===== src/core/emi_pkg.sv =====
package emi_pkg;
    localparam int ADDR_W = 16;
    localparam int DATA_W = 16;
    // processor clock half period in sys_clk cycles (one phase)
    localparam int PHASE_CYC = 1;
    localparam logic [15:0] ADDR_RST = 16'h0000;
    localparam logic [15:0] DATA_RST = 16'h0000;
    typedef enum logic [2:0] {
        EMI_IDLE, EMI_ADDR_SETUP, EMI_DATA_SETUP, EMI_WAIT1, EMI_WAIT2,
        EMI_XFER, EMI_HOLD
    } emi_state_t;
endpackage


===== src/core/emi_ctrl.sv =====
`timescale 1ns/1ps
`default_nettype none
// Notes on behaviour
// four phases: setup, data setup, transfer, hold
// each phase half a processor clock
// setup phase starts on clock rising edge
// data setup stretched by whole wait periods
// internal access: word address, strobes idle, float
// DMA floats address, data, enable, strobes
// address valid from setup to hold end
// read data sampled in hold phase
// memory releases data by mid setup
// write data driven data setup to hold
// data floats except written byte lanes
// word both strobes, byte one strobe; code strobes both lanes in second cycle of a byte-mode high byte write
// strobes follow chip enable, high between
// strobes float in DMA, idle internally
// chip enable low on reads and writes
// latch byte-wide select in data setup
// byte mode: low byte, then address+1
// sample wait in data setup phase
// internal accesses ignore wait request
// float bus before granting DMA
// sample DMA request early in access
// idle: sample DMA request each rise
// reads fetch full word, select internally
// strobe edges timed from clock edges
// second byte cycle uses low lanes only; code puts data on low lane but enables both strobe lanes for word and high byte writes
// resample wait in wait second half
// request withdrawn: regrant bus, restart access
module emi_ctrl
    import emi_pkg::*;
#(
    parameter int AW = ADDR_W,
    parameter int DW = DATA_W
) (
    input wire logic sys_clk,
    input wire logic nrst,
    input wire logic reqValid,
    input wire logic reqExt,
    input wire logic reqWrite,
    input wire logic reqByte,
    input wire logic [AW-1:0] reqAddr,
    input wire logic [DW-1:0] reqWdata,
    output logic reqReady,
    output logic [7:0] rdByte,
    output logic [DW-1:0] rdWord,
    output logic rdValid,
    output logic [AW-1:0] ext_addr_bus,
    output logic ext_addr_bus_oe,
    input wire logic [DW-1:0] ext_data_bus_in,
    output logic [DW-1:0] ext_data_bus_out,
    output logic [1:0] ext_data_bus_oe,
    output logic ext_chip_select_n,
    output logic ext_chip_select_n_oe,
    output logic [1:0] byte_write_strobes_n,
    output logic byte_write_strobes_n_oe,
    input wire logic byte_wide_select,
    input wire logic wait_request,
    input wire logic dma_request,
    output logic dma_grant,
    output logic processor_clock_output
);
    logic rstSync1_r, rstN_r;
    always_ff @(posedge sys_clk or negedge nrst) begin
        if (!nrst) begin
            rstSync1_r <= 1'b0;
            rstN_r <= 1'b0;
        end else begin
            rstSync1_r <= 1'b1;
            rstN_r <= rstSync1_r;
        end
    end

    logic phaseTick, procClkHigh;
    emi_clkgen u_clk (
        .sys_clk(sys_clk),
        .rstN(rstN_r),
        .phaseTick(phaseTick),
        .procClkHigh(procClkHigh)
    );
    // next phase begins on a rising edge when clock is currently low
    logic riseNext;
    assign riseNext = phaseTick && !procClkHigh;

    // dma request is asynchronous: two-stage synchroniser
    logic dmaS1_r, dmaS2_r;
    always_ff @(posedge sys_clk or negedge rstN_r) begin
        if (!rstN_r) begin
            dmaS1_r <= 1'b0;
            dmaS2_r <= 1'b0;
        end else begin
            dmaS1_r <= dma_request;
            dmaS2_r <= dmaS1_r;
        end
    end

    emi_state_t state_r, state_nxt;
    logic write_r, byteOp_r, second_r, byteMode_r, hiByte_r, internal_r;
    logic [AW-1:0] addr_r;
    logic [DW-1:0] wdata_r, rword_r;
    logic grant_r, floatBus_r, dmaPend_r;

    // data setup always lands in a low phase, so the phase after it is the
    // first high phase with chip enable low; one look per cycle only
    logic firstHigh_r;
    always_ff @(posedge sys_clk or negedge rstN_r) begin
        if (!rstN_r) begin
            firstHigh_r <= 1'b0;
        end else begin
            firstHigh_r <= (state_r == EMI_DATA_SETUP) && phaseTick;
        end
    end

    logic inAccess;
    assign inAccess = (state_r != EMI_IDLE);
    // sample dma in first high phase after chip enable falls, else each rise
    logic dmaSample;
    assign dmaSample = inAccess ? firstHigh_r
                                : riseNext;
    logic accEnd;
    assign accEnd = (state_r == EMI_HOLD) && phaseTick;
    logic needSecond;
    assign needSecond = byteMode_r && !second_r && !internal_r;
    logic waitNow;
    assign waitNow = wait_request && !internal_r;

    always_comb begin
        state_nxt = state_r;
        if (phaseTick) begin
            case (state_r)
                EMI_IDLE: state_nxt = EMI_IDLE;
                EMI_ADDR_SETUP: state_nxt = EMI_DATA_SETUP;
                EMI_DATA_SETUP: state_nxt = waitNow ? EMI_WAIT1 : EMI_XFER;
                EMI_WAIT1: state_nxt = EMI_WAIT2;
                EMI_WAIT2: state_nxt = waitNow ? EMI_WAIT1 : EMI_XFER;
                EMI_XFER: state_nxt = EMI_HOLD;
                EMI_HOLD: state_nxt = needSecond ? EMI_ADDR_SETUP : EMI_IDLE;
                default: state_nxt = EMI_IDLE;
            endcase
        end
    end

    logic startAcc;
    // new access only on rising edge and while bus is ours
    assign startAcc = (state_r == EMI_IDLE) && riseNext && reqValid
                      && !grant_r && !dmaPend_r;

    always_ff @(posedge sys_clk or negedge rstN_r) begin
        if (!rstN_r) begin
            state_r <= EMI_IDLE;
            write_r <= 1'b0;
            byteOp_r <= 1'b0;
            hiByte_r <= 1'b0;
            second_r <= 1'b0;
            byteMode_r <= 1'b0;
            internal_r <= 1'b0;
            addr_r <= ADDR_RST;
            wdata_r <= DATA_RST;
            rword_r <= DATA_RST;
            rdValid <= 1'b0;
            reqReady <= 1'b0;
        end else begin
            rdValid <= 1'b0;
            reqReady <= 1'b0;
            if (startAcc) begin
                state_r <= EMI_ADDR_SETUP;
                write_r <= reqWrite;
                byteOp_r <= reqByte;
                hiByte_r <= reqAddr[0];
                internal_r <= !reqExt;
                addr_r <= {reqAddr[AW-1:1], 1'b0};
                wdata_r <= reqWdata;
                second_r <= 1'b0;
                byteMode_r <= 1'b0;
                reqReady <= 1'b1;
            end else begin
                state_r <= state_nxt;
            end
            if (state_r == EMI_DATA_SETUP && phaseTick && !second_r) begin
                byteMode_r <= byte_wide_select;
            end
            if (state_r == EMI_XFER && phaseTick && !write_r) begin
                if (second_r) begin
                    rword_r[15:8] <= ext_data_bus_in[7:0];
                end else if (byteMode_r) begin
                    rword_r[7:0] <= ext_data_bus_in[7:0];
                end else begin
                    rword_r <= internal_r ? DATA_RST : ext_data_bus_in;
                end
            end
            if (accEnd && needSecond) begin
                second_r <= 1'b1;
                addr_r[0] <= 1'b1;
            end
            if (accEnd && !needSecond && !write_r) begin
                rdValid <= 1'b1;
            end
        end
    end

    // dma handshake: float first, grant one cycle later
    always_ff @(posedge sys_clk or negedge rstN_r) begin
        if (!rstN_r) begin
            dmaPend_r <= 1'b0;
            floatBus_r <= 1'b0;
            grant_r <= 1'b0;
        end else begin
            if (dmaSample) begin
                dmaPend_r <= dmaS2_r;
            end
            if (dmaPend_r && !inAccess) begin
                floatBus_r <= 1'b1;
            end
            grant_r <= floatBus_r && dmaPend_r;
            if (!dmaS2_r && !inAccess) begin
                dmaPend_r <= 1'b0;
                grant_r <= 1'b0;
                floatBus_r <= grant_r;
            end
        end
    end

    logic extCyc, ceOn, dataPh, wrLo, wrHi;
    assign extCyc = inAccess && !internal_r;
    assign ceOn = extCyc && (state_r != EMI_ADDR_SETUP)
                  && (state_r != EMI_HOLD);
    assign dataPh = extCyc && write_r && (state_r != EMI_ADDR_SETUP);
    // byte lanes per cycle: second cycle gives both strobe lanes the same enable, data goes on the low lane only
    function automatic logic laneOn(input logic sec, input logic byteOp,
                                    input logic hiSel, input logic lane);
        logic on;
        if (sec) begin
            // upper byte of the word moves on the low lanes here
            on = !byteOp || hiSel;
        end else if (lane) begin
            on = !byteOp || hiSel;
        end else begin
            on = !byteOp || !hiSel;
        end
        return on;
    endfunction

    assign wrLo = laneOn(second_r, byteOp_r, hiByte_r, 1'b0);
    assign wrHi = laneOn(second_r, byteOp_r, hiByte_r, 1'b1);

    always_ff @(posedge sys_clk or negedge rstN_r) begin
        if (!rstN_r) begin
            ext_addr_bus <= ADDR_RST;
            ext_addr_bus_oe <= 1'b1;
            ext_data_bus_out <= DATA_RST;
            ext_data_bus_oe <= 2'b00;
            ext_chip_select_n <= 1'b1;
            ext_chip_select_n_oe <= 1'b1;
            byte_write_strobes_n <= 2'b11;
            byte_write_strobes_n_oe <= 1'b1;
        end else begin
            ext_addr_bus_oe <= !floatBus_r;
            ext_chip_select_n_oe <= !floatBus_r;
            byte_write_strobes_n_oe <= !floatBus_r;
            ext_addr_bus <= addr_r;
            ext_chip_select_n <= !ceOn;
            byte_write_strobes_n <= (ceOn && write_r) ?
                                    {!wrHi, !wrLo} : 2'b11;
            ext_data_bus_out <= second_r ? {8'h00, wdata_r[15:8]} : wdata_r;
            if (floatBus_r || !dataPh) begin
                ext_data_bus_oe <= 2'b00;
            end else if (second_r) begin
                ext_data_bus_oe <= {1'b0, wrLo};
            end else begin
                ext_data_bus_oe <= {wrHi, wrLo};
            end
        end
    end

    // grant lags the float by a cycle so the requester never sees a fight
    always_ff @(posedge sys_clk or negedge rstN_r) begin
        if (!rstN_r) begin
            dma_grant <= 1'b0;
            processor_clock_output <= 1'b0;
        end else begin
            dma_grant <= grant_r;
            processor_clock_output <= procClkHigh;
        end
    end

    // read return is kept apart from the pin drivers
    always_ff @(posedge sys_clk or negedge rstN_r) begin
        if (!rstN_r) begin
            rdWord <= DATA_RST;
            rdByte <= 8'h00;
        end else begin
            rdWord <= rword_r;
            rdByte <= hiByte_r ? rword_r[15:8] : rword_r[7:0];
        end
    end
endmodule // emi_ctrl
`default_nettype wire


===== src/core/emi_clkgen.sv =====
`timescale 1ns/1ps
`default_nettype none
module emi_clkgen
    import emi_pkg::*;
(
    input wire logic sys_clk,
    input wire logic rstN,
    output logic phaseTick,
    output logic procClkHigh
);
    logic [7:0] cnt_r;
    logic lastCnt;
    assign lastCnt = (cnt_r == 8'(PHASE_CYC - 1));
    assign phaseTick = lastCnt;
    always_ff @(posedge sys_clk or negedge rstN) begin
        if (!rstN) begin
            cnt_r <= 8'h00;
            procClkHigh <= 1'b1;
        end else begin
            cnt_r <= lastCnt ? 8'h00 : cnt_r + 8'h01;
            if (lastCnt) begin
                procClkHigh <= ~procClkHigh;
            end
        end
    end
endmodule // emi_clkgen
`default_nettype wire


===== config.mk =====
export PLATFORM = sky130hd
export DESIGN_NAME = emi_ctrl
export DESIGN_NICKNAME = d
export VERILOG_FILES = /design/src/core/emi_pkg.sv /design/src/core/emi_ctrl.sv /design/src/core/emi_clkgen.sv
export SDC_FILE = /design/constraint.sdc
export NUM_CORES = 1
export LEC_CHECK = 0
export BUFFER_PORTS_ARGS = -buffer_cell sky130_fd_sc_hd__buf_2
export CAP_MARGIN = 40
export CORE_AREA = 2 2 125 127
export DETAILED_ROUTE_END_ITERATION = 16
export DIE_AREA = 0 0 127 129
export GPL_ROUTABILITY_DRIVEN = 0
export GPL_TIMING_DRIVEN = 1
export PLACE_DENSITY = 0.58
export SLEW_MARGIN = 20
export SYNTH_ARGS = -nofsm -noshare
export SYNTH_HDL_FRONTEND = slang
export SYNTH_HIERARCHICAL = 1
export SYNTH_SLANG_ARGS = --single-unit
export TNS_END_PERCENT = 50

===== constraint.sdc =====
create_clock -name sys_clk -period 6 [get_ports sys_clk]
set_input_delay 0.3 -clock sys_clk [delete_from_list [all_inputs] [get_ports sys_clk]]
set_output_delay 0.3 -clock sys_clk [all_outputs]
set_load 0.1 [all_outputs]

==> flow_summary_export.csv, run 1 <==
group,metric,value,unit
run_status,status,"finished, final reports clean",
drt,drcViolationCount,0,
sta,finalClockSkew,9.503,ps
global_route,grt_max_degree,68,
floorplan,die_height,129,µm
global_route,antenna_found_initial,1,
cells_and_area,final_layout_size_suffix_gt1_share,42.47,%
worst_setup_path,critical_path_depth,5,
cells_and_area,nets,557,
synthesis,synthesis.area,5174,µm²
clock_tree,cts_sinks,139,
synthesis,ys_ff_latch,139,
sta,max_freq,373.9,MHz
sta,timing.final.crit_share,44.57,%
sta,setup_viol_count_final,0,
worst_setup_path,critPathLaunchType,"flop",
worst_setup_path,crit_chain,"nor4_1 > and3_1 > nand2b_1 > or4_4 > mux2_4",
min_path,hp-class,"in2reg",
sta,final.setup.tns,0,ps
floorplan,start_util,34.54,%
drt,drt_iter0_drc,150,
run,max_cap_viol_count,0,
worst_setup_path,cp_top_family,"simple AND/OR/NAND/NOR gates",
worst_setup_path,path_class,"reg2reg",
sta,slew_viol_final,0,
worst_setup_path,arrival,2970,ps
clock_tree,cts_hold_buf,2,
drt,wl_met2,4806,µm
worst_setup_path,startpoint,"u_clk/cnt_r[6]$_DFF_PN0_",
sta,hold_viol,0,
synthesis,ys_types,48,
synthesis,yosys.area.top_type_share,64.81,%
cells_and_area,fillers,1435,
cells_and_area,final_common_cell,"dfrtp_1",
worst_setup_path,r2r_start,"u_clk/cnt_r[6]$_DFF_PN0_",
cells_and_area,final_cell_mix,"dfrtp_1, buf_2, mux2_2",
worst_setup_path,regToRegSetupSlack,3330,ps
sta,worst_pin_slew,714.0,ps
floorplan,core_region_area,14980,µm²
clock_tree,cts_setup_buffers,0,
clock_tree,clk_latency,420,ps
global_route,grt_pass1_vias,3304,
synthesis,avgSynthCellArea,14.10,µm²
drt,totalWireLength,10480,µm
cells_and_area,diodes,0,
synthesis,postSynthCellCount,367,
drt,met1_length,4679,µm
clock_tree,cts_resized,0,
place,detailedPlacementHpwl,7066,µm
synthesis,synth.area.top_cells,"dfrtp_1, mux2_2, mux2_4",
worst_setup_path,crit_path_end,"addr_r[8]$_DFFE_PN0P_",
drt,wl_met3,821,µm
drt,drt-vias-per-instance,4.609,
global_route,grt_util_all_layers,13.49,%
worst_setup_path,cp.required,6300,ps
sta,max_slew_margin,52.03,%
worst_setup_path,cp_max_fo,38,
worst_setup_path,cpPeakStageDelay,770,ps
floorplan,die_area,16380,µm²
synthesis,yosysTopAreaCell,"dfrtp_1",
drt,vias,3222,
global_route,grt-ovfl-total,0,
clock_tree,cts_buffers,17,
floorplan,ios,125,
drt,routed.top_layer,"met5",
drt,first_pass_iters,4,
synthesis,syn_nets,426,
floorplan,fp.dieW,127,µm
drt,final_antenna_net_count,0,
global_route,grt_pass1_wl,16870,µm
sta,fin_crit,2674,ps
clock_tree,clockBufferDepth,2,
sta,rsz0062_at_grt,"false",
synthesis,yosys_warnings,6,
worst_setup_path,critPathBufInv,0,
clock_tree,clk_pin_slew_worst_paths,60,ps
cells_and_area,syn_to_final_growth,27.62,%
worst_setup_path,r2r-end,"addr_r[8]$_DFFE_PN0P_",
worst_setup_path,critPathCaptureType,"flop",
synthesis,yosysSeqAreaShare,67.35,%
drt,wl_per_cell,15.00,µm
worst_setup_path,cp_slowest_cell,"or4_4",
clock_tree,cts_tree,"done",
place,portBuffers,124,
clock_tree,cts.root.buffer_cell,"clkbuf_16",
clock_tree,htree_num_levels,4,
worst_setup_path,reg2reg_depth,5,
floorplan,fp-row-count,45,
==> layer usage <==
metal / vias to the layer above / global-route usage [%]
met5: - / 0
met4: 2 / 5.947
met3: 17 / 5.405
met2: 119 / 20.05
met1: 1568 / 17.52
li1: 1516 / -
==> registers in the layout (all words and copies together), names as in the netlist, 2 cells and up <==
| register | count |
|---|---|
| addr_r | 16 |
| byte_write_strobes_n | 2 |
| ext_addr_bus | 16 |
| ext_data_bus_oe | 2 |
| ext_data_bus_out | 16 |
| rdByte | 8 |
| rdWord | 16 |
| rword_r | 16 |
| state_r | 3 |
| u_clk/cnt_r | 8 |
| wdata_r | 16 |
==> worst min path at each step <==
stage                start                endpoint  slack [ps]  depth (start not counted)
floorplan             nrst        rstN_r$_DFF_PN0_           4                          0
global placement      nrst    rstSync1_r$_DFF_PN0_          90                          1
detailed placement    nrst    rstSync1_r$_DFF_PN0_          90                          1
CTS                 reqExt  internal_r$_DFFE_PN0P_          40                          2
global route        reqExt  internal_r$_DFFE_PN0P_          60                          2
finish              reqExt  internal_r$_DFFE_PN0P_          60                          2
==> stage by stage <==
step | hold slack [ps] | util (%) | area, µm² | setup slack (ps) | cells
6_report | 56.80 | 44.09 | 6603 | 3326 | 699
5_1_grt | 60.00 | 44.09 | 6603 | 3124 | 699
4_1_cts | 37.58 | 43.95 | 6583 | 3321 | 698
3_5_place_dp | 89.45 | 39.92 | 5978 | 3341 | 664
3_3_place_gp | 85.47 | 39.73 | 5951 | 3454 | 663
2_1_floorplan | 4.409 | - | 5174 | 1849 | 367
==> worst reg2reg max path: cells and delay by family (launching register included) <==
kind / cells / cell delay (ps)
mux: 1 / 410
simple gates: 4 / 1750
flops: 1 / 400
==> area by class of cell <==
cell class,count,area (µm²),share of cell area [%]
clock buffer,19,442.9,6.708
clock inverter,13,141.4,2.141
inverter,21,78.83,1.194
multi-input combinational,187,1498,22.68
sequential,139,3488,52.83
tap,188,235.2,3.563
timing repair buffer,132,718.2,10.88
==> logic make-up after synthesis <==
kind of cell,after synthesis,share of synthesized area (%)
AO/OA/AOI/OAI,42,5.756
XOR/XNOR,8,1.500
adder cells (fa/ha/maj),2,0.4836
buffers and inverters,41,3.700
flip-flops,139,67.35
multiplexers,52,12.26
other,1,0.07248
AND/OR/NAND/NOR,82,8.875
==> synth_stat cells (all sizes together) <==
master and instances:
a2111oi 2, a211oi 1, a21o 1, a21oi 5
a221o 1, a221oi 2, a2bb2oi 6, a31o 2
a32oi 1, and2 1, and3 3, buf 10
clkbuf 10, conb 1, dfrtp 134, dfstp 5
ha 2, inv 21, mux2 43, mux2i 9
nand2 22, nand2b 10, nand3 7, nand4 1
nor2 5, nor2b 17, nor3 3, nor3b 3
nor4 3, nor4b 2, o21ai 10, o21ba 1
o22ai 3, o2bb2ai 1, o31ai 6, or3 2
or3b 1, or4 1, or4b 1, xnor2 6
xor2 2
Power of run 1 is not shown: default switching activity piles up to over one toggle a cycle in this logic, so the estimate is an artifact.
==> run 2: changes to the inputs <==
- clock period: 6 -> 2.7 ns (I/O delays scaled with it)
==> run 2 against run 1 <==
Design area increased by 7.2%. Critical endpoint is now wdata_r[0]$_DFFE_PN0P_. Highest routed layer is now met4. Sequential share of layout area decreased by 3.5 points. Via count increased by 5.5%.
==> flow_summary_export.csv, run 2 (same netlist as run 1, synthesis figures left out) <==
group,metric,value,unit
global_route,antenna_found_initial,1,
cells_and_area,final_cell_mix,"dfrtp_1, buf_2, dlygate4sd3_1",
floorplan,die_area,16380,µm²
cells_and_area,final_layout_size_suffix_gt1_share,39.21,%
floorplan,ios,125,
global_route,grt_pass1_vias,3587,
run_status,status,"finished, final reports clean",
floorplan,fp-row-count,45,
drt,vias,3399,
floorplan,die_height,129,µm
floorplan,start_util,34.54,%
sta,setup_viol_count_final,0,
clock_tree,cts_tree,"done",
place,portBuffers,124,
sta,fin_crit,2295,ps
sta,final.setup.tns,0,ps
worst_setup_path,cp.required,3000,ps
worst_setup_path,cp_slowest_cell,"or4_4",
global_route,grt_max_degree,60,
sta,max_freq,435.7,MHz
worst_setup_path,critPathLaunchType,"flop",
floorplan,core_region_area,14980,µm²
drt,first_pass_iters,4,
drt,routed.top_layer,"met4",
run,max_cap_viol_count,0,
drt,totalWireLength,10900,µm
cells_and_area,fillers,1356,
drt,drt-vias-per-instance,4.562,
min_path,hp-class,"in2async",
floorplan,fp.dieW,127,µm
worst_setup_path,arrival,2590,ps
global_route,grt_util_all_layers,14.20,%
drt,drcViolationCount,0,
clock_tree,clk_pin_slew_worst_paths,60,ps
sta,rsz0062_at_grt,"false",
clock_tree,cts_hold_buf,46,
clock_tree,cts_resized,0,
sta,worst_pin_slew,699.6,ps
clock_tree,cts_setup_buffers,0,
drt,final_antenna_net_count,0,
sta,hold_viol,0,
drt,drt_iter0_drc,131,
drt,wl_met3,748,µm
worst_setup_path,crit_chain,"nor4_1 > and3_1 > nand2b_1 > or4_4 > mux2_4",
cells_and_area,nets,602,
worst_setup_path,path_class,"reg2reg",
drt,met1_length,4852,µm
clock_tree,cts.root.buffer_cell,"clkbuf_16",
clock_tree,cts_sinks,139,
worst_setup_path,cpPeakStageDelay,730,ps
worst_setup_path,cp_max_fo,38,
sta,finalClockSkew,9.324,ps
global_route,grt_pass1_wl,17930,µm
clock_tree,clockBufferDepth,2,
cells_and_area,final_common_cell,"dfrtp_1",
drt,wl_met2,5153,µm
sta,max_slew_margin,53.00,%
clock_tree,clk_latency,410,ps
clock_tree,cts_buffers,17,
clock_tree,htree_num_levels,4,
place,detailedPlacementHpwl,7382,µm
global_route,grt-ovfl-total,0,
drt,wl_per_cell,14.63,µm
cells_and_area,syn_to_final_growth,36.81,%
sta,timing.final.crit_share,85.00,%
sta,slew_viol_final,0,
worst_setup_path,reg2reg_depth,5,
worst_setup_path,critPathCaptureType,"flop",
==> run 2: stage by stage <==
step	instance area, µm²	worst slack (ps)	hold WS (ps)	instances	utilization (%)
floorplan	5175	395.2	-160.6	367	-
global placement	5991	446.5	-77.79	665	40.00
detailed placement	5991	428.3	-74.21	665	40.00
CTS	7048	422.1	16.08	743	47.06
global route	7078	344.9	24.77	745	47.26
finish	7078	405.0	36.77	745	47.26
==> run 2: cell type report <==
class,count,area [µm²],share of cell area [%]
sequential,139,3488,49.28
multi-input combinational,187,1498,21.16
timing repair buffer,177,1179,16.65
clock buffer,20,456.7,6.452
tap,188,235.2,3.323
clock inverter,12,140.1,1.980
inverter,21,78.83,1.114
antenna,1,2.502,0.03535
==> run 2: critical path, delay by kind of cell (launching register included) <==
| kind | cells | cell delay [ps] |
|---|---|---|
| flip-flops | 1 | 400 |
| multiplexers | 1 | 390 |
| AND/OR/NAND/NOR | 4 | 1370 |
==> run 2: path summary, 6_finish.rpt <==
| check | start | endpoint | slack, ps |
|---|---|---|---|
| min reg2reg | rstN_r$_DFF_PN0_ | wdata_r[12]$_DFFE_PN0P_ | 310 |
| min | nrst | rstSync1_r$_DFF_PN0_ | 40 |
| max reg2reg | u_clk/cnt_r[6]$_DFF_PN0_ | wdata_r[0]$_DFFE_PN0P_ | 410 |
| max | u_clk/cnt_r[6]$_DFF_PN0_ | wdata_r[0]$_DFFE_PN0P_ | 410 |
| min in group sys_clk | byte_wide_select | byteMode_r$_DFFE_PN0P_ | 180 |
| max in group asynchronous | rstN_r$_DFF_PN0_ | byte_write_strobes_n_oe$_DFF_PN1_ | 1810 |
==> run 2: layer usage <==
layer / vias up / global-route usage [%]
met1: 1677 / 17.78
met4: 0 / 4.848
met5: - / 0
li1: 1604 / -
met3: 13 / 5.696
met2: 105 / 22.58
Power of run 2 is left out for the same reason.
